`src/status_flags_pkg.sv`:
```
package status_flags_pkg;

    // register offsets on the plain register port
    localparam int ADDR_W = 3;
    localparam logic [2:0] OFF_STATUS = 3'h0;
    localparam logic [2:0] OFF_CORE_CTRL = 3'h1;
    localparam logic [2:0] OFF_INT_CTRL1 = 3'h2;
    localparam logic [2:0] OFF_EVT_STATUS = 3'h3;
    localparam logic [2:0] OFF_EVT_MASK = 3'h4;

    // cpu_status_word field positions
    localparam int BIT_OVF_A = 15;
    localparam int BIT_OVF_B = 14;
    localparam int BIT_SAT_A = 13;
    localparam int BIT_SAT_B = 12;
    localparam int BIT_ANY_OVF = 11;
    localparam int BIT_ANY_SAT = 10;
    localparam int BIT_LOOP = 9;
    localparam int BIT_HALF_CARRY = 8;
    localparam int BIT_IPL_HI = 7;
    localparam int BIT_IPL_LO = 5;
    localparam int BIT_REPEAT = 4;
    localparam int BIT_NEG = 3;
    localparam int BIT_OVF = 2;
    localparam int BIT_ZERO = 1;
    localparam int BIT_CARRY = 0;

    // fourth priority bit and nesting switch positions
    localparam int BIT_IPL3 = 3;
    localparam int BIT_NEST_OFF = 15;

    // event status and mask layout
    localparam int EVT_W = 4;
    localparam int EVT_OVF_A = 0;
    localparam int EVT_OVF_B = 1;
    localparam int EVT_SAT_A = 2;
    localparam int EVT_SAT_B = 3;

    // values after reset
    localparam logic [15:0] STATUS_RESET = 16'h0000;
    localparam logic [3:0] LEVEL_RESET = 4'h0;
    localparam logic [3:0] EVT_RESET = 4'h0;
    localparam logic [15:0] RDATA_RESET = 16'h0000;

    // priority field value that locks out user interrupts
    localparam logic [2:0] IPL_TOP = 3'h7;

endpackage

```
`src/alu_flag_eval.sv`:
```
`timescale 1ns/1ps

module alu_flag_eval (
    // operands and operation
    input wire logic [15:0] op_a_in,
    input wire logic [15:0] op_b_in,
    input wire logic sub_in,
    input wire logic carry_in,
    input wire logic byte_in,
    // evaluated flags
    output logic neg_out,
    output logic ovf_out,
    output logic zero_out,
    output logic carry_out,
    output logic half_carry_out
);

    // picks the sign position for byte or word width
    function automatic logic sign_of(input logic [15:0] v, input logic is_byte);
        sign_of = is_byte ? v[7] : v[15];
    endfunction

    logic [15:0] b_eff;
    logic [16:0] sum_word;
    logic [8:0] sum_low;
    logic [4:0] sum_nib;
    logic [15:0] result;
    logic sa;
    logic sb;
    logic sr;

    // subtract as a plus inverted b; carry_in is 1 for a plain subtract
    assign b_eff = sub_in ? ~op_b_in : op_b_in;
    assign sum_word = {1'b0, op_a_in} + {1'b0, b_eff} + {16'h0000, carry_in};
    assign sum_low = {1'b0, op_a_in[7:0]} + {1'b0, b_eff[7:0]} + {8'h00, carry_in};
    assign sum_nib = {1'b0, op_a_in[3:0]} + {1'b0, b_eff[3:0]} + {4'h0, carry_in};
    assign result = sum_word[15:0];

    // signs of both operands and result at the active width
    assign sa = sign_of(op_a_in, byte_in);
    assign sb = sign_of(b_eff, byte_in);
    assign sr = sign_of(result, byte_in);

    // flags for the selected width
    assign neg_out = sr;
    assign ovf_out = (sa == sb) && (sr != sa);
    assign zero_out = byte_in ? (result[7:0] == 8'h00) : (result == 16'h0000);
    assign carry_out = byte_in ? sum_low[8] : sum_word[16];
    assign half_carry_out = byte_in ? sum_nib[4] : sum_low[8];

endmodule

```
`src/cpu_status_flags.sv`:
```
`timescale 1ns/1ps

module cpu_status_flags (
    // clock and reset
    input wire logic clk_in,
    input wire logic resetn_in,
    // register port
    input wire logic [status_flags_pkg::ADDR_W-1:0] addr_in,
    input wire logic [15:0] wdata_in,
    input wire logic wr_in,
    input wire logic rd_in,
    output logic [15:0] rdata_out,
    // alu flag update
    input wire logic alu_valid_in,
    input wire logic [15:0] op_a_in,
    input wire logic [15:0] op_b_in,
    input wire logic alu_sub_in,
    input wire logic alu_carry_in,
    input wire logic alu_byte_in,
    // accumulator update
    input wire logic acc_valid_in,
    input wire logic acc_a_overflow_in,
    input wire logic acc_b_overflow_in,
    input wire logic acc_a_clip_in,
    input wire logic acc_b_clip_in,
    // loop state from the sequencer
    input wire logic loop_block_active_in,
    input wire logic repeat_active_in,
    // status and priority
    output logic [15:0] cpu_status_word_out,
    output logic [3:0] cpu_priority_level_out,
    output logic user_irq_off_out,
    output logic irq_out
);

    logic [15:0] sw_reg;
    logic [15:0] sw_next;
    logic ipl3_reg;
    logic ipl3_next;
    logic nesting_off_reg;
    logic nesting_off_next;
    logic [3:0] evt_reg;
    logic [3:0] evt_next;
    logic [3:0] mask_reg;
    logic [3:0] mask_next;
    logic [3:0] evt_set;
    logic [3:0] level_reg;
    logic [3:0] level_next;
    logic off_reg;
    logic irq_reg;
    logic [15:0] rdata_reg;
    logic [15:0] rd_mux;
    logic f_neg;
    logic f_ovf;
    logic f_zero;
    logic f_carry;
    logic f_half;

    // address decode
    wire sw_wr = wr_in && (addr_in == status_flags_pkg::OFF_STATUS);
    wire cc_wr = wr_in && (addr_in == status_flags_pkg::OFF_CORE_CTRL);
    wire ic_wr = wr_in && (addr_in == status_flags_pkg::OFF_INT_CTRL1);
    wire ev_wr = wr_in && (addr_in == status_flags_pkg::OFF_EVT_STATUS);
    wire mk_wr = wr_in && (addr_in == status_flags_pkg::OFF_EVT_MASK);

    // flag evaluation for the current alu operation
    alu_flag_eval i_alu_flag_eval (
        .op_a_in(op_a_in),
        .op_b_in(op_b_in),
        .sub_in(alu_sub_in),
        .carry_in(alu_carry_in),
        .byte_in(alu_byte_in),
        .neg_out(f_neg),
        .ovf_out(f_ovf),
        .zero_out(f_zero),
        .carry_out(f_carry),
        .half_carry_out(f_half)
    );

    // software clear of a combined flag clears both accumulator flags under it
    wire keep_ovf = wdata_in[status_flags_pkg::BIT_ANY_OVF];
    wire keep_sat = wdata_in[status_flags_pkg::BIT_ANY_SAT];
    wire ipl_wr = sw_wr && !nesting_off_reg;

    // accumulator overflow follows each accumulator operation
    wire oa_n = acc_valid_in ? acc_a_overflow_in :
        sw_wr ? (wdata_in[status_flags_pkg::BIT_OVF_A] & keep_ovf) :
        sw_reg[status_flags_pkg::BIT_OVF_A];
    wire ob_n = acc_valid_in ? acc_b_overflow_in :
        sw_wr ? (wdata_in[status_flags_pkg::BIT_OVF_B] & keep_ovf) :
        sw_reg[status_flags_pkg::BIT_OVF_B];

    // hardware clip sets win over a software write in the same cycle
    wire sa_set = acc_valid_in && acc_a_clip_in;
    wire sb_set = acc_valid_in && acc_b_clip_in;
    wire sa_n = sa_set || (sw_wr ? (wdata_in[status_flags_pkg::BIT_SAT_A] & keep_sat) :
        sw_reg[status_flags_pkg::BIT_SAT_A]);
    wire sb_n = sb_set || (sw_wr ? (wdata_in[status_flags_pkg::BIT_SAT_B] & keep_sat) :
        sw_reg[status_flags_pkg::BIT_SAT_B]);

    // alu flags: the datapath wins over a software write in the same cycle
    wire [4:0] alu_flags = {f_half, f_neg, f_ovf, f_zero, f_carry};
    wire [4:0] sw_flags = {sw_reg[status_flags_pkg::BIT_HALF_CARRY], sw_reg[3:0]};
    wire [4:0] wr_flags = {wdata_in[status_flags_pkg::BIT_HALF_CARRY], wdata_in[3:0]};
    wire [4:0] flags_n = alu_valid_in ? alu_flags : (sw_wr ? wr_flags : sw_flags);
    wire [2:0] ipl_n = ipl_wr ? wdata_in[7:5] : sw_reg[7:5];

    // next status word; combined bits are always the OR of their parts
    assign sw_next = {oa_n, ob_n, sa_n, sb_n,
        oa_n | ob_n, sa_n | sb_n,
        loop_block_active_in, flags_n[4],
        ipl_n, repeat_active_in,
        flags_n[3:0]};

    // control bits held here for the priority logic
    assign ipl3_next = cc_wr ? wdata_in[status_flags_pkg::BIT_IPL3] : ipl3_reg;
    assign nesting_off_next = ic_wr ? wdata_in[status_flags_pkg::BIT_NEST_OFF] :
        nesting_off_reg;
    assign level_next = {ipl3_next, sw_next[7:5]};

    // events set sticky bits; a set in the clearing cycle survives
    assign evt_set[status_flags_pkg::EVT_OVF_A] = acc_valid_in && acc_a_overflow_in;
    assign evt_set[status_flags_pkg::EVT_OVF_B] = acc_valid_in && acc_b_overflow_in;
    assign evt_set[status_flags_pkg::EVT_SAT_A] = sa_set;
    assign evt_set[status_flags_pkg::EVT_SAT_B] = sb_set;
    assign evt_next = (evt_reg & ~(ev_wr ? wdata_in[3:0] : 4'h0)) | evt_set;
    assign mask_next = mk_wr ? wdata_in[3:0] : mask_reg;

    // read mux; unmapped offsets read zero
    assign rd_mux = (addr_in == status_flags_pkg::OFF_STATUS) ? sw_reg :
        (addr_in == status_flags_pkg::OFF_CORE_CTRL) ? {12'h000, ipl3_reg, 3'h0} :
        (addr_in == status_flags_pkg::OFF_INT_CTRL1) ? {nesting_off_reg, 15'h0000} :
        (addr_in == status_flags_pkg::OFF_EVT_STATUS) ? {12'h000, evt_reg} :
        (addr_in == status_flags_pkg::OFF_EVT_MASK) ? {12'h000, mask_reg} : 16'h0000;

    // output flop inputs; user interrupts are off at level seven and above
    wire off_next = level_next[3] ||
        (level_next[2:0] == status_flags_pkg::IPL_TOP);
    wire irq_next = |(evt_next & mask_next);
    wire [15:0] rdata_next = rd_in ? rd_mux : 16'h0000;

    // state registers
    always_ff @(posedge clk_in or negedge resetn_in)
    begin
        if (!resetn_in)
        begin
            sw_reg <= status_flags_pkg::STATUS_RESET;
            ipl3_reg <= 1'b0;
            nesting_off_reg <= 1'b0;
            evt_reg <= status_flags_pkg::EVT_RESET;
            mask_reg <= status_flags_pkg::EVT_RESET;
        end
        else
        begin
            sw_reg <= sw_next;
            ipl3_reg <= ipl3_next;
            nesting_off_reg <= nesting_off_next;
            evt_reg <= evt_next;
            mask_reg <= mask_next;
        end
    end

    // priority outputs, computed from next state so they track the state registers
    always_ff @(posedge clk_in or negedge resetn_in)
    begin
        if (!resetn_in)
        begin
            level_reg <= status_flags_pkg::LEVEL_RESET;
            off_reg <= 1'b0;
        end
        else
        begin
            level_reg <= level_next;
            off_reg <= off_next;
        end
    end

    // interrupt pin from a flop, so decode glitches never reach it
    always_ff @(posedge clk_in or negedge resetn_in)
    begin
        if (!resetn_in)
            irq_reg <= 1'b0;
        else
            irq_reg <= irq_next;
    end

    // read data stands one cycle only, zero otherwise
    always_ff @(posedge clk_in or negedge resetn_in)
    begin
        if (!resetn_in)
            rdata_reg <= status_flags_pkg::RDATA_RESET;
        else
            rdata_reg <= rdata_next;
    end

    assign cpu_status_word_out = sw_reg;
    assign cpu_priority_level_out = level_reg;
    assign user_irq_off_out = off_reg;
    assign irq_out = irq_reg;
    assign rdata_out = rdata_reg;
endmodule

```
`config.mk`:
```
export PLATFORM = sky130hd
export DESIGN_NAME = cpu_status_flags
export DESIGN_NICKNAME = d
export VERILOG_FILES = /design/src/status_flags_pkg.sv /design/src/alu_flag_eval.sv /design/src/cpu_status_flags.sv
export SDC_FILE = /design/constraint.sdc
export NUM_CORES = 1
export LEC_CHECK = 0
export BUFFER_PORTS_ARGS = -buffer_cell sky130_fd_sc_hd__buf_2
export CORE_UTILIZATION = 40
export CTS_CLUSTER_DIAMETER = 30
export DETAILED_ROUTE_END_ITERATION = 10
export PLACE_DENSITY = 0.75
export SLEW_MARGIN = 20
export SYNTH_ARGS = -nofsm -noshare
export SYNTH_HDL_FRONTEND = slang
export SYNTH_SLANG_ARGS = --single-unit
export TNS_END_PERCENT = 50
```
`constraint.sdc`:
```
create_clock -name clk_in -period 1.5 [get_ports clk_in]
set_clock_uncertainty 0.15 [all_clocks]
set_input_delay 0.225 -clock clk_in [delete_from_list [all_inputs] [get_ports clk_in]]
set_output_delay 0.225 -clock clk_in [all_outputs]
set_load 0.01 [all_outputs]
```
Word level (Yosys, flattened, before mapping)
Cells that the tools add are included.

Output and inout bits: 38. Bits of input ports: 66. Flip-flop bits (word level): 48. Word-level logic and storage cells: 79.

Muxes and demuxes: 25. Reductions and logical operators: 20. Bitwise operators: 11. Add/subtract/negate cells: 6. Equal/unequal tests: 7.

Operators with widths (number): $mux W16 (5); $add A16 B16 Y17 (1); $add A17 B1 Y17 (1); $logic_not A16 Y1 (1); $mux W4 (4); $not A16 Y16 (1); $mux W1 (13); $logic_and A1 B1 Y1 (11); $mux W5 (2); $add A8 B8 Y9 (1); $add A9 B1 Y9 (1); $and A4 B4 Y4 (2); $logic_not A8 Y1 (1); $eq A3 B2 Y1 const B (2); $eq A3 B3 Y1 const B (2); $add A4 B4 Y5 (1); $add A5 B1 Y5 (1); $and A1 B1 Y1 (4); $not A4 Y4 (1); $or A4 B4 Y4 (1); $reduce_or A4 Y1 (1); $eq A3 B1 Y1 const B (1); $logic_not A3 Y1 (1); $logic_or A1 B1 Y1 (3); 6 further kinds (7).

Depth between registers and ports, before layout
Gate-level depths: netlist of run 1.

Depth in word-level cells: 8. Gate-level depth with buffers: 13. Mapped depth without buffers: 11.

Hierarchy
From an unflattened synthesis of run 1, not the netlist that was laid out.

Cells, all modules: 290. Area, all modules: 2875.3 um2.

Modules (own cells, without submodules): cpu_status_flags (area an instance 1864.3 um2, instances 1, sequential area each 1101.1 um2, cells an instance 157); alu_flag_eval (area an instance 1011.0 um2, instances 1, sequential area each 0.0 um2, cells an instance 133).

Worst setup path before layout of run 1
No wires, ideal clock.

Path type: input-to-reg. From: input alu_sub_in. To: register sw_reg[1], in the netlist cpu_status_word_out[1]. Stages: 13. Arrival: 3.068 ns. Slack: -1.810 ns. Library setup time: 0.092 ns. Required time: 1.258 ns. Path through: clkbuf_1 -> buf_1 -> xor2_1 -> fa_1 -> inv_1 -> fa_1 -> nor2b_1 -> o2111ai_1 -> a31oi_2 -> a31oi_1 -> o21ai_0 -> xnor2_1 -> o31ai_2.

Longest elaborated chain between the ends: 6.

RTL lines: from (decl) (line cpu_status_flags.sv:17) `input wire logic alu_sub_in,`; $mux W16 * (line alu_flag_eval.sv:33) `assign b_eff = sub_in ? ~op_b_in : op_b_in;`; $add A16 B16 Y17 * (line alu_flag_eval.sv:34) `assign sum_word = {1'b0, op_a_in} + {1'b0, b_eff} + {16'h0000, carry_in};`; $add A17 B1 Y17 * (line alu_flag_eval.sv:34); $logic_not A16 Y1 or $logic_not A8 Y1 (tied branches) (line alu_flag_eval.sv:47) `assign zero_out = byte_in ? (result[7:0] == 8'h00) : (result == 16'h0000);`; $mux W1 * (line alu_flag_eval.sv:47); $mux W5 * (line cpu_status_flags.sv:105) `wire [4:0] flags_n = alu_valid_in ? alu_flags : (sw_wr ? wr_flags : sw_flags);`; to (signal assigned) (line cpu_status_flags.sv:147) `sw_reg <= status_flags_pkg::STATUS_RESET;`; to (signal assigned) (line cpu_status_flags.sv:155) `sw_reg <= sw_next;`; to (decl) (line cpu_status_flags.sv:36) `logic [15:0] sw_reg;`.

Every way passes the cells marked *; elsewhere a longest branch is shown, timed or not. A chain may end at the register's enable or synchronous reset.

Final worst setup path of run 1
Same ends and word-level chain as after synthesis.

==> results of run 1 <==
==> power by group <==
part | internal (mW) | switching (mW)
combinational | 0.824 | 0.764
sequential | 1.32 | 0.0917
clock | 0.494 | 0.380
total | 2.64 | 1.24
==> metal layers <==
| layer | share of wire, % | up-vias | track usage [%] | wire length, um |
|---|---|---|---|---|
| met5 | 0 | - | 0 | 0 |
| met4 | 1.6 | 0 | 6.06 | 126 |
| met3 | 5.0 | 10 | 2.86 | 385 |
| met2 | 52 | 101 | 39.6 | 3970 |
| met1 | 42 | 1287 | 23.3 | 3220 |
| li1 | - | 1385 | - | - |
==> worst max-delay path, stage by stage <==
cell	delay [ns]
buf_12	0.12
xor2_4	0.18
fa_2	0.36
inv_2	0.07
fa_2	0.23
nor2b_4	0.05
o2111ai_2	0.18
buf_4	0.15
a31oi_4	0.10
buf_4	0.16
o31ai_1	0.21
nand4b_1	0.13
o31ai_2	0.23
==> cell type report <==
class                   instances  area [um^2]  area share [%]
multi-input cells             226         1780            42.1
flip-flops and latches         44         1100            26.1
repair buffers                172         1080            25.6
well taps                      96          120            2.84
clock buffers                   6         72.6            1.72
inverters                       9         36.3           0.858
clock inverters                 2         35.0           0.829
==> cells by family after synthesis <==
family                     count (synthesis)  share of synthesized area, %
DFF                                       44                          38.5
and+or+nand+nor                           98                          18.3
AOI/OAI and AO/OA                         71                          17.5
adders and majority gates                 18                          8.41
muxes                                     15                          5.60
xor gates and xnor gates                  24                          7.36
buffers and inverters                     26                          4.33
==> how the worst min path moves through the flow <==
| stage | startpoint | to | slack [ns] | cells past startpoint |
|---|---|---|---|---|
| floorplan | resetn_in | cpu_priority_level_out[0] | -0.22 | 0 |
| CTS | wdata_in[7] | cpu_priority_level_out[2] | 0.02 | 2 |
| global route | wdata_in[7] | cpu_priority_level_out[2] | 0.02 | 2 |
| finish | wdata_in[7] | cpu_priority_level_out[2] | 0.03 | 2 |
| detailed placement | resetn_in | ipl3_reg | 0.002 | 1 |
| global placement | resetn_in | user_irq_off_out | -0.0008 | 1 |
==> cell usage in the layout, fill, tap and decap left out, types with 6 or more instances in the layout <==
master	synthesis	final
a21o_1	6	6
a21oi_1	15	12
a22o_1	6	6
and2_1	11	11
buf_2	3	100
buf_4	4	65
dfrtp_1	44	44
ha_1	16	16
inv_1	8	7
mux2i_1	7	7
nand2_1	32	31
nand3_1	8	8
nor2_1	9	8
nor3_1	6	6
o21ai_0	13	6
o21ai_1	0	6
xor2_1	18	17
==> metrics by stage <==
| step | setup WS, ns | instance area (um^2) | instances | power (mW) | hold WS, ns |
|---|---|---|---|---|---|
| 5_1_grt | -0.985 | 4230 | 555 | 4.11 | 0.0243 |
| 3_3_place_gp | -1.26 | 3920 | 539 | 2.84 | -0.000833 |
| 4_1_cts | -0.862 | 4180 | 554 | 3.86 | 0.0173 |
| 6_report | -0.853 | 4230 | 555 | 3.88 | 0.0311 |
| 3_5_place_dp | -1.38 | 3920 | 539 | 2.88 | 0.00202 |
| 2_1_floorplan | -1.17 | 2960 | 296 | 2.30 | -0.221 |
==> timing repair <==
action / in CTS / in global routing
pin swaps: 18 / 10
endpoints found under the hold margin: 16 / 0
setup buffers: 4 / 1
resized for setup: 19 / 11
hold buffers: 3 / 0
endpoints found under the setup margin: 8 / 9
==> impl_results.md, run 1 <==
- RSZ-0062 raised after global routing: yes
- Largest net degree at the start of global routing: 31
- Final Hold Fails: 0
- Total Wirelength: 7.71 mm
- DR vias/cell: 5.01
- Die Y: 86.5 um
- Setup TNS: -3.77 ns
- Max Cap Violations: 0
- Utilization after layout: 61.9%
- Cell taking the most area after synthesis: dfrtp_1
- Post-synth top cells: dfrtp_1, nand2_1, xor2_1, ha_1, a21oi_1
- Worst Slack Setup Final: -0.853 ns
- Post-synth EDFFs: 0
- Number of buffers added on ports: 101
- P per Cell Area: 917 mW/mm^2
- Root buf cell: clkbuf_8
- Synthesis Warnings: 0
- Ant diodes: 0
- F_max: 425 MHz
- Setup crit start kind: input port
- Max clock buf depth: 2
- Die width: 86.5 um
- Max Slew Vio Count: 0
- Initial core utilization: 41.8%
- Synth unique cells: 57
- Period utilization: 157%
- Async set or reset register ratio after synthesis: 100%
- R2R Setup Slk: 0.08 ns
- Critical Path Sink Type: flop
- Gate Count Post-Synth: 296
- Dpl hpwl: 6.06 mm
- Most frequent cell after synthesis: dfrtp_1
- Failing checks: setup timing
- Worst vdd rail ir drop: 0.354 mV
- Worst-path fanout max: 7
- Initial antenna violation count: 0
- Routed Antenna Nets: 0
- Worst r2r dst: user_irq_off_out
- Die area: 0.00749 mm^2
- Worst EP arrival: 2.41 ns
- Leak Pwr: 2.16 nW
- Critical Path Sink: cpu_status_word_out[1]
- Vias post-DR: 2783
- Dominant synthesized flop cell: dfrtp_1
- P&R area growth vs syn: 47.9%
- Row cnt: 30
- Detailed Route Iter0 Violations: 75
- H-tree Lvls: 2
- Seq cells post-synth: 44
- Final Setup Violations: 5
- Classification of the worst setup path: in -> reg
- Routability cong.: 0.859
- Slew headroom: 73.9%
- Syn_area_per_cell: 9.65 um^2
- Fin nets: 542
- R2R cell count: 3
- Mapped Nets: 380
- Core Area: 0.00683 mm^2
- Max FFs per register: 16
- Slew @ Worst Pin: 0.389 ns
- Total CTS buffers: 5
- WP data required: 1.56 ns
- Gr usage total: 20.5%
- Worst skew pair latency: 0.29 ns
- Vias in the first global route: 2681
- Hold crit path type: in -> reg
- Post-synthesis sequential area ratio: 38.5%
- Clock sinks: 44
- Reg2reg start: nesting_off_reg
- Mapped Area: 0.00286 mm^2
- DRC viols: 0
- Status: finished, violations left
- TritonCTS clock tree: built
- First-pass GRT wire length: 12.1 mm
- Worst Setup SP: alu_sub_in
- Global route total overflow: 0
- Clk slew on worst S/H paths: 0.08 ns
- Drt first pass iters: 6
- IO Pins: 104
- Fill cell count: 587
- Synth top area cells: dfrtp_1, ha_1, xor2_1
- Share of Yosys cell area claimed by the top area cell type: 38.5%
- Min Tclk post-route: 2.35 ns
- Routed len/inst: 13.9 um
- Share of layout cells above drive strength 1: 47.3%
No activity file was read; power rests on OpenSTA's default activity.
==> run 2, diff against run 1 <==
- ABC_AREA: default -> 1
- CORE_UTILIZATION: 40 -> 46
- PLACE_DENSITY: 0.75 -> 0.83
==> run 2 against run 1 <==
The run ends with DRC, setup timing left; sequential share of layout area fell by 0.64 points; flip-flop and latch count did not move; count of clock-buffer cells in the layout is 1 lower; final area up 2.5%; maximum frequency up 12%; non-clock buffer count fell by 24; wire length increased by 12%; first-iteration DRC count grew 87%; synthesized cell count is 47% higher; hold slack better by 0.021 ns; worst setup slack improved by 0.25 ns; critical endpoint unchanged; largest power group unchanged.
==> impl_results.md, run 2 <==
- Slew @ Worst Pin: 0.386 ns (-0.00246 ns)
- Switching part of the total: 36.8% (+4.9 points)
- Share of Yosys cell area claimed by the top area cell type: 35.6% (-2.9 points)
- Syn_area_per_cell: 7.11 um^2 (-26%)
- Max Cap Violations: 0 (unchanged)
- Period utilization: 140% (-16 points)
- Die Y: 84 um (-2.9%)
- Worst skew pair latency: 0.30 ns (about the same)
- Routed len/inst: 13.0 um (-6.3%)
- Power Total: 3.70 mW (-4.4%)
- Worst Slack Setup Final: -0.607 ns (+0.246 ns)
- Failing checks: DRC, setup timing
- P per Cell Area: 855 mW/mm^2 (-6.8%)
- Cell Int Power: 2.34 mW (-11%)
- DRC viols: 18 (+18)
- Gate Count Post-Synth: 435 (+47%)
- Core Area: 0.00642 mm^2 (-6.0%)
- Dominant synthesized flop cell: dfrtp_1
- Largest net degree at the start of global routing: 45 (+45%)
- RSZ-0062 raised after global routing: yes
- CP max-delay cell: ha_1
- Synthesis Warnings: 0 (unchanged)
- H-tree Lvls: 2 (unchanged)
- Most frequent cells in the layout: nand2_1, buf_2, inv_1
- Final Setup Violations: 5 (unchanged)
- Seq pwr share: 37.4% (+1.0 points)
- Die area: 0.00706 mm^2 (-5.8%)
- Final non-filler cell area: 0.00433 mm^2 (+2.5%)
- DR vias/cell: 5.07 (+1.2%)
- Hold crit path type: in -> reg
- Row cnt: 29 (-3.3%)
- Detailed Route Iter0 Violations: 140 (+87%)
- Setup TNS: -2.50 ns (+1.27 ns)
- TritonCTS clock tree: built
- First-pass GRT wire length: 14.2 mm (+17%)
- Worst r2r dst: user_irq_off_out
- Routability cong.: 0.979 (+14%)
- Seq cells post-synth: 44 (unchanged)
- F_max: 475 MHz (+12%)
- Utilization after layout: 67.5% (+5.6 points)
- Cell family with most CP delay: simple AND/OR/NAND/NOR gates
- R2R Setup Slk: 0.24 ns (+0.16 ns)
- Worst-path fanout max: 6 (-1)
- Most frequent cell on the critical path: nand2_1
- P&R area growth vs syn: 40.1%
- Max Slew Vio Count: 0 (unchanged)
- Total Wirelength: 8.60 mm (+12%)
- Worst path depth: 17 (+4)
- Power share of the clock group: 19.3% (-3.3 points)
- Most common cell after layout, fill and taps aside: nand2_1
- Worst vdd rail ir drop: 0.399 mV (+13%)
- Final Hold Fails: 0 (unchanged)
- Largest stage delay, worst path: 0.34 ns (-0.02 ns)
- Clk slew on worst S/H paths: 0.08 ns (about the same)
- Fill cell count: 502 (-14%)
- P_sw: 1.36 mW (+10%)
- Drt first pass iters: 7 (+1)
- Post-synth top cells: nand2_1, inv_1, dfrtp_1, nor2_1
- Setup crit start kind: input port
- Vias in the first global route: 3277 (+22%)
- Mapped Area: 0.00309 mm^2 (+8.2%)
- Number of buffers added on ports: 101 (unchanged)
- Cell taking the most area after synthesis: dfrtp_1
- Global route total overflow: 0 (unchanged)
- CP Cell Sequence: buf_12, buf_12, xor2_1, ha_1, nand2_1, nand2_2, a21oi_2, nand2_2, nand2_2, nand3b_1, nand2_2, nand2_1, nor2_1, nand2_1, nand2_1, nand2_1, a21oi_2
- Initial core utilization: 48.2% (+6.3 points)
- Critical Path Sink Type: flop
- Vias post-DR: 3354 (+21%)
- Gr usage total: 25.1% (+4.6 points)
- Post-synth EDFFs: 0 (unchanged)
- Fin nets: 667 (+23%)
- Initial antenna violation count: 0 (unchanged)
- IO Pins: 104 (unchanged)
- Routed Antenna Nets: 0 (unchanged)
- Ant diodes: 0 (unchanged)
- Classification of the worst setup path: in -> reg
- Synth top area cells: dfrtp_1, nand2_1, inv_1
- Most frequent cell after synthesis: nand2_1
- R2R cell count: 3 (unchanged)
- Post-synthesis sequential area ratio: 35.6% (-2.9 points)
- Reg2reg start: nesting_off_reg
- Total CTS buffers: 5 (unchanged)
- Dpl hpwl: 6.65 mm (+9.6%)
- Slew headroom: 74.2% (+0.24 points)
- Dpl cell area: 0.00397 mm^2 (+1.2%)
- Share of layout cells above drive strength 1: 36.1% (-11 points)
- Async set or reset register ratio after synthesis: 100% (unchanged)
- Synth unique cells: 36 (-37%)
- Mapped Nets: 519 (+37%)
- Die width: 84 um (-2.9%)
- Worst EP arrival: 2.18 ns (-0.23 ns)
- Worst Setup SP: alu_sub_in
- Clock sinks: 44 (unchanged)
- Max clock buf depth: 2 (unchanged)
- Status: finished, violations left
- Combinational share of power: 43.3% (+2.3 points)
- Root buf cell: clkbuf_8
- Critical Path Sink: cpu_status_word_out[1]
- Min Tclk post-route: 2.11 ns (-0.246 ns)
- Leak Pwr: 2.46 nW (+14%)
- WP data required: 1.57 ns (about the same)
- Max FFs per register: 16 (unchanged)
- Worst path bufs/invs: 2 (-2)
run 2: worst register-to-register path, stage by stage (launching register included):
cell	delay, ns
dfrtp_1	0.40
nor2_2	0.23
o21ai_0	0.15
a31o_1	0.23
run 2: power groups by stage:
stage | Clock, mW | Sequential (mW) | Combinational, mW
finish | 0.716 | 1.38 | 1.60
global route | 0.787 | 1.40 | 1.77
CTS | 0.723 | 1.38 | 1.52
detailed placement | 0 | 1.41 | 1.41
global placement | 0 | 1.40 | 1.37
floorplan | 0 | 1.44 | 0.825
run 2: final cells by class:
class / instances / area (um^2) / area share (%)
timing repair buffer: 148 / 928 / 21.4
clock inverter: 3 / 18.8 / 0.433
multi-input combinational: 309 / 1840 / 42.4
sequential: 44 / 1100 / 25.4
clock buffer: 5 / 68.8 / 1.59
tap: 77 / 96.3 / 2.22
inverter: 75 / 282 / 6.50
run 2: worst min path at each step:
| stage | end | slack, ns | from | depth (start not counted) |
|---|---|---|---|---|
| after floorplan | cpu_priority_level_out[0] | -0.22 | resetn_in | 0 |
| after global placement | rdata_out[11] | 0.07 | resetn_in | 2 |
| after detailed placement | rdata_out[11] | 0.07 | resetn_in | 2 |
| after CTS | cpu_priority_level_out[1] | 0.04 | wdata_in[6] | 3 |
| after global routing | cpu_status_word_out[2] | 0.05 | wdata_in[2] | 3 |
| final | evt_reg[3] | 0.05 | acc_b_clip_in | 3 |
run 2: layer usage:
metal / up-vias / global-route usage (%) / part of all wire (%)
li1: 1643 / - / -
met1: 1558 / 29.7 / 40
met2: 132 / 46.2 / 53
met3: 21 / 3.66 / 5.7
met4: 0 / 8.46 / 1.8
met5: - / 0 / 0
run 2: what timing repair did:
item | 4_1_cts | 5_1_grt
endpoints found under the setup margin | 5 | 5
resized for setup | 26 | 16
hold buffers | 4 | 0
endpoints found under the hold margin | 47 | 0
cloned | 1 | 0
buffers inserted | 3 | 2
pin swaps | 30 | 25
run 2: through the flow:
step | instances | hold slack (ns) | setup WS, ns
final | 661 | 0.0525 | -0.607
after global routing | 661 | 0.0535 | -0.735
after CTS | 659 | 0.0398 | -0.570
after detailed placement | 643 | 0.0692 | -1.08
after global placement | 643 | 0.0661 | -0.978
after floorplan | 435 | -0.221 | -0.867
run 2: kinds of logic after synthesis:
family	Yosys count	synth area share, %
flip-flops	44	35.6
buffers and inverters	82	10.5
XOR/XNOR	21	5.95
AND/OR/NAND/NOR	220	30.9
multiplexers	2	0.688
adder cells (fa/ha/maj)	18	7.77
AO/OA/AOI/OAI	48	8.54
==> run 3, diff against run 2 <==
- CORE_UTILIZATION: 46 -> 47
- PLACE_DENSITY: 0.83 -> 0.84
- SYNTH_HIERARCHICAL: default -> 1
==> run 3 against run 2 <==
The run ends with setup timing left; first-iteration DRC count is 6.4% lower; die area up 1.4%; maximum frequency grew 0.81%; combinational power grew 4%; wire length shrank 5.0%; flip-flop and latch count unchanged; register-to-register slack gained 0.11 ns; critical path depth rose by 1; final area grew 1.5%; total power up 3.6%; synthesized cell count is 4.8% higher; via count shrank 0.39%; critical path type unchanged; largest cell class unchanged.
==> impl_results.md, run 3 <==
- Utilization after layout: 68.1% (+0.63 points)
- Most common cell after layout, fill and taps aside: nand2_1
- Row cnt: 29 (unchanged)
- Min Tclk post-route: 2.09 ns (-0.0170 ns)
- F_max: 479 MHz (+0.81%)
- P_sw: 1.41 mW (+3.6%)
- Mapped Nets: 540 (+4.0%)
- Gate Count Post-Synth: 456 (+4.8%)
- Async set or reset register ratio after synthesis: 100% (unchanged)
- Cell taking the most area after synthesis: dfrtp_1
- Seq cells post-synth: 44 (unchanged)
- Power share of the clock group: 20.3% (+1.0 points)
- Share of layout cells above drive strength 1: 36.5% (+0.40 points)
- Synth top area cells: dfrtp_1, nand2_1, inv_1
- Classification of the worst setup path: in -> reg
- Cell Int Power: 2.42 mW (+3.7%)
- Drt first pass iters: 7 (unchanged)
- Failing checks: setup timing
- Period utilization: 139% (-1.1 points)
- Vias in the first global route: 3227 (-1.5%)
- Largest net degree at the start of global routing: 29 (-36%)
- Dominant synthesized flop cell: dfrtp_1
- Seq pwr share: 36.5% (-0.9 points)
- Max clock buf depth: 2 (unchanged)
- Die Y: 84.6 um (+0.71%)
- P&R area growth vs syn: 37.1%
- R2R Setup Slk: 0.35 ns (+0.11 ns)
- Critical Path Sink: cpu_status_word_out[1]
- Max Slew Vio Count: 0 (unchanged)
- Initial antenna violation count: 0 (unchanged)
- Die width: 84.6 um (+0.71%)
- Reg2reg start: cpu_status_word_out[12]
- Gr usage total: 23.5% (-1.6 points)
- Critical Path Sink Type: flop
- Final Setup Violations: 5 (unchanged)
- Worst-path fanout max: 7 (+1)
- Clk slew on worst S/H paths: 0.08 ns (about the same)
- DR vias/cell: 4.90 (-3.5%)
- Ant diodes: 0 (unchanged)
- Initial core utilization: 49.7% (+1.5 points)
- Synth unique cells: 37 (+2.8%)
- Die area: 0.00716 mm^2 (+1.4%)
- Worst EP arrival: 2.18 ns (about the same)
- Vias post-DR: 3341 (-0.39%)
- Status: finished, violations left
- Combinational share of power: 43.2% (about the same)
- Core Area: 0.00646 mm^2 (+0.56%)
- Leak Pwr: 2.54 nW (+3.0%)
- R2R cell count: 5 (+2)
- Worst skew pair latency: 0.31 ns (about the same)
- Post-synthesis sequential area ratio: 34.3% (-1.3 points)
- WP data required: 1.59 ns (+0.02 ns)
- Most frequent cell after synthesis: nand2_1
- Synthesis Warnings: 6 (+6)
- Worst Slack Setup Final: -0.590 ns (+0.0170 ns)
- Post-synth top cells: nand2_1, inv_1, dfrtp_1, nand3_1, nor2_1
- Mapped Area: 0.00321 mm^2 (+3.7%)
- Routed Antenna Nets: 0 (unchanged)
- Worst vdd rail ir drop: 0.457 mV (+14%)
- Slew @ Worst Pin: 0.400 ns (+0.0137 ns)
- Share of Yosys cell area claimed by the top area cell type: 34.3% (-1.3 points)
- Setup crit start kind: input port
- Switching part of the total: 36.8% (about the same)
- Total Wirelength: 8.17 mm (-5.0%)
- Post-synth EDFFs: 0 (unchanged)
- IO Pins: 104 (unchanged)
- Global route total overflow: 0 (unchanged)
- Dpl hpwl: 6.41 mm (-3.6%)
- First-pass GRT wire length: 13.6 mm (-4.0%)
- TritonCTS clock tree: built
- Detailed Route Iter0 Violations: 131 (-6.4%)
- Routed len/inst: 12.0 um (-7.9%)
- Hold crit path type: in -> reg
- Clock sinks: 44 (unchanged)
- Syn_area_per_cell: 7.03 um^2 (-1.1%)
- Slew headroom: 73.3% (-0.85 points)
- Max Cap Violations: 0 (unchanged)
- RSZ-0062 raised after global routing: yes
- Worst r2r dst: cpu_status_word_out[10]
- DRC viols: 0 (-18)
- Total CTS buffers: 5 (unchanged)
- Dpl ws: -1.08 ns (+0.00399 ns)
- P per Cell Area: 872 mW/mm^2 (+2.1%)
- Most frequent cells in the layout: nand2_1, buf_2, inv_1
- Number of buffers added on ports: 101 (unchanged)
- Final Hold Fails: 0 (unchanged)
- Routability cong.: 0.928 (-5.3%)
- Root buf cell: clkbuf_8
- Worst Setup SP: alu_sub_in
- Fin nets: 688 (+3.1%)
- H-tree Lvls: 2 (unchanged)
- Max FFs per register: 16 (unchanged)
[run 3: cell count changes in the layout (fill, tap and decap cells not counted), sizes merged, moves of 3 or more]
| cell | delta |
|---|---|
| nand3 | +11 |
| o21ai | -11 |
| nand2 | +9 |
| inv | +8 |
| nor2 | +7 |
| a21oi | -3 |
| clkinv | -3 |
[run 3: logic make-up after synthesis]
family                   share of synthesized area (%)
AO/OA/AOI/OAI                                     6.48
XOR/XNOR                                          6.01
adder cells (fa/ha/maj)                           7.49
buffers and inverters                             11.9
flip-flops                                        34.3
multiplexers                                     0.312
AND/OR/NAND/NOR                                   33.4
[run 3: metrics by stage]
| step | hold WS [ns] | setup TNS, ns | total power, mW | instances | instance area, um^2 |
|---|---|---|---|---|---|
| 3_3_place_gp | 0.0168 | -4.85 | 2.86 | 662 | 4050 |
| 2_1_floorplan | -0.221 | -3.60 | 2.36 | 456 | 3250 |
| 4_1_cts | 0.00966 | -2.35 | 3.78 | 680 | 4350 |
| 5_1_grt | 0.0210 | -3.34 | 4.08 | 682 | 4400 |
| 3_5_place_dp | 0.0233 | -4.88 | 2.90 | 662 | 4050 |
| 6_report | 0.0147 | -2.58 | 3.84 | 682 | 4400 |
[run 3: worst min-delay path by stage]
stage                                            to  cells after the start   startpoint  slack (ns)
after floorplan           cpu_priority_level_out[0]                      0    resetn_in       -0.22
after global placement                 rdata_out[6]                      1    resetn_in        0.02
after detailed placement               rdata_out[6]                      1    resetn_in        0.02
after CTS                 cpu_priority_level_out[2]                      3  wdata_in[7]        0.01
after global routing      cpu_priority_level_out[2]                      3  wdata_in[7]        0.02
final                     cpu_priority_level_out[2]                      3  wdata_in[7]        0.01
[run 3: per-layer routing]
| layer | up-vias | part of all wire [%] | track usage [%] |
|---|---|---|---|
| met2 | 98 | 52 | 44.8 |
| met4 | 0 | 2.2 | 8.32 |
| met5 | - | 0 | 0 |
| met3 | 20 | 4.9 | 3.34 |
| li1 | 1701 | - | - |
| met1 | 1522 | 41 | 26.5 |
[run 3: critical path: stages]
cell and delay [ns]:
buf_12 0.12, buf_4 0.14, xor2_1 0.15, ha_1 0.37, nand2_2 0.09, inv_1 0.08
nand2_1 0.08, nor3_1 0.15, nand2_1 0.09, nand2_1 0.07, nand2_1 0.07, nand2_1 0.07
nand2_1 0.06, nor2_1 0.08, nand2_1 0.07, a21oi_2 0.11, o22ai_1 0.08, nor2_1 0.09
[run 3: repair_timing]
action                                  4_1_cts  5_1_grt
hold endpoints to repair                     20        0
pin swaps                                    29        3
buffers inserted                              6        2
resized for setup                            33       10
endpoints found under the setup margin        5        5
hold buffers                                  5        0
[run 3: area by class of cell]
class                      instances  area (um^2)
fill                             514         2060
clock inverter                     2         15.0
multi-input combinational        319         1860
clock buffer                       6         82.6
sequential                        44         1100
tap                               77         96.3
timing repair buffer             151          931
inverter                          83          312
[run 3: power groups by stage]
stage / clock network, mW / logic (mW) / registers [mW]
4_1_cts: 0.785 / 1.60 / 1.40
5_1_grt: 0.818 / 1.84 / 1.42
3_5_place_dp: 0 / 1.48 / 1.42
3_3_place_gp: 0 / 1.44 / 1.42
6_report: 0.779 / 1.66 / 1.40
2_1_floorplan: 0 / 0.898 / 1.46
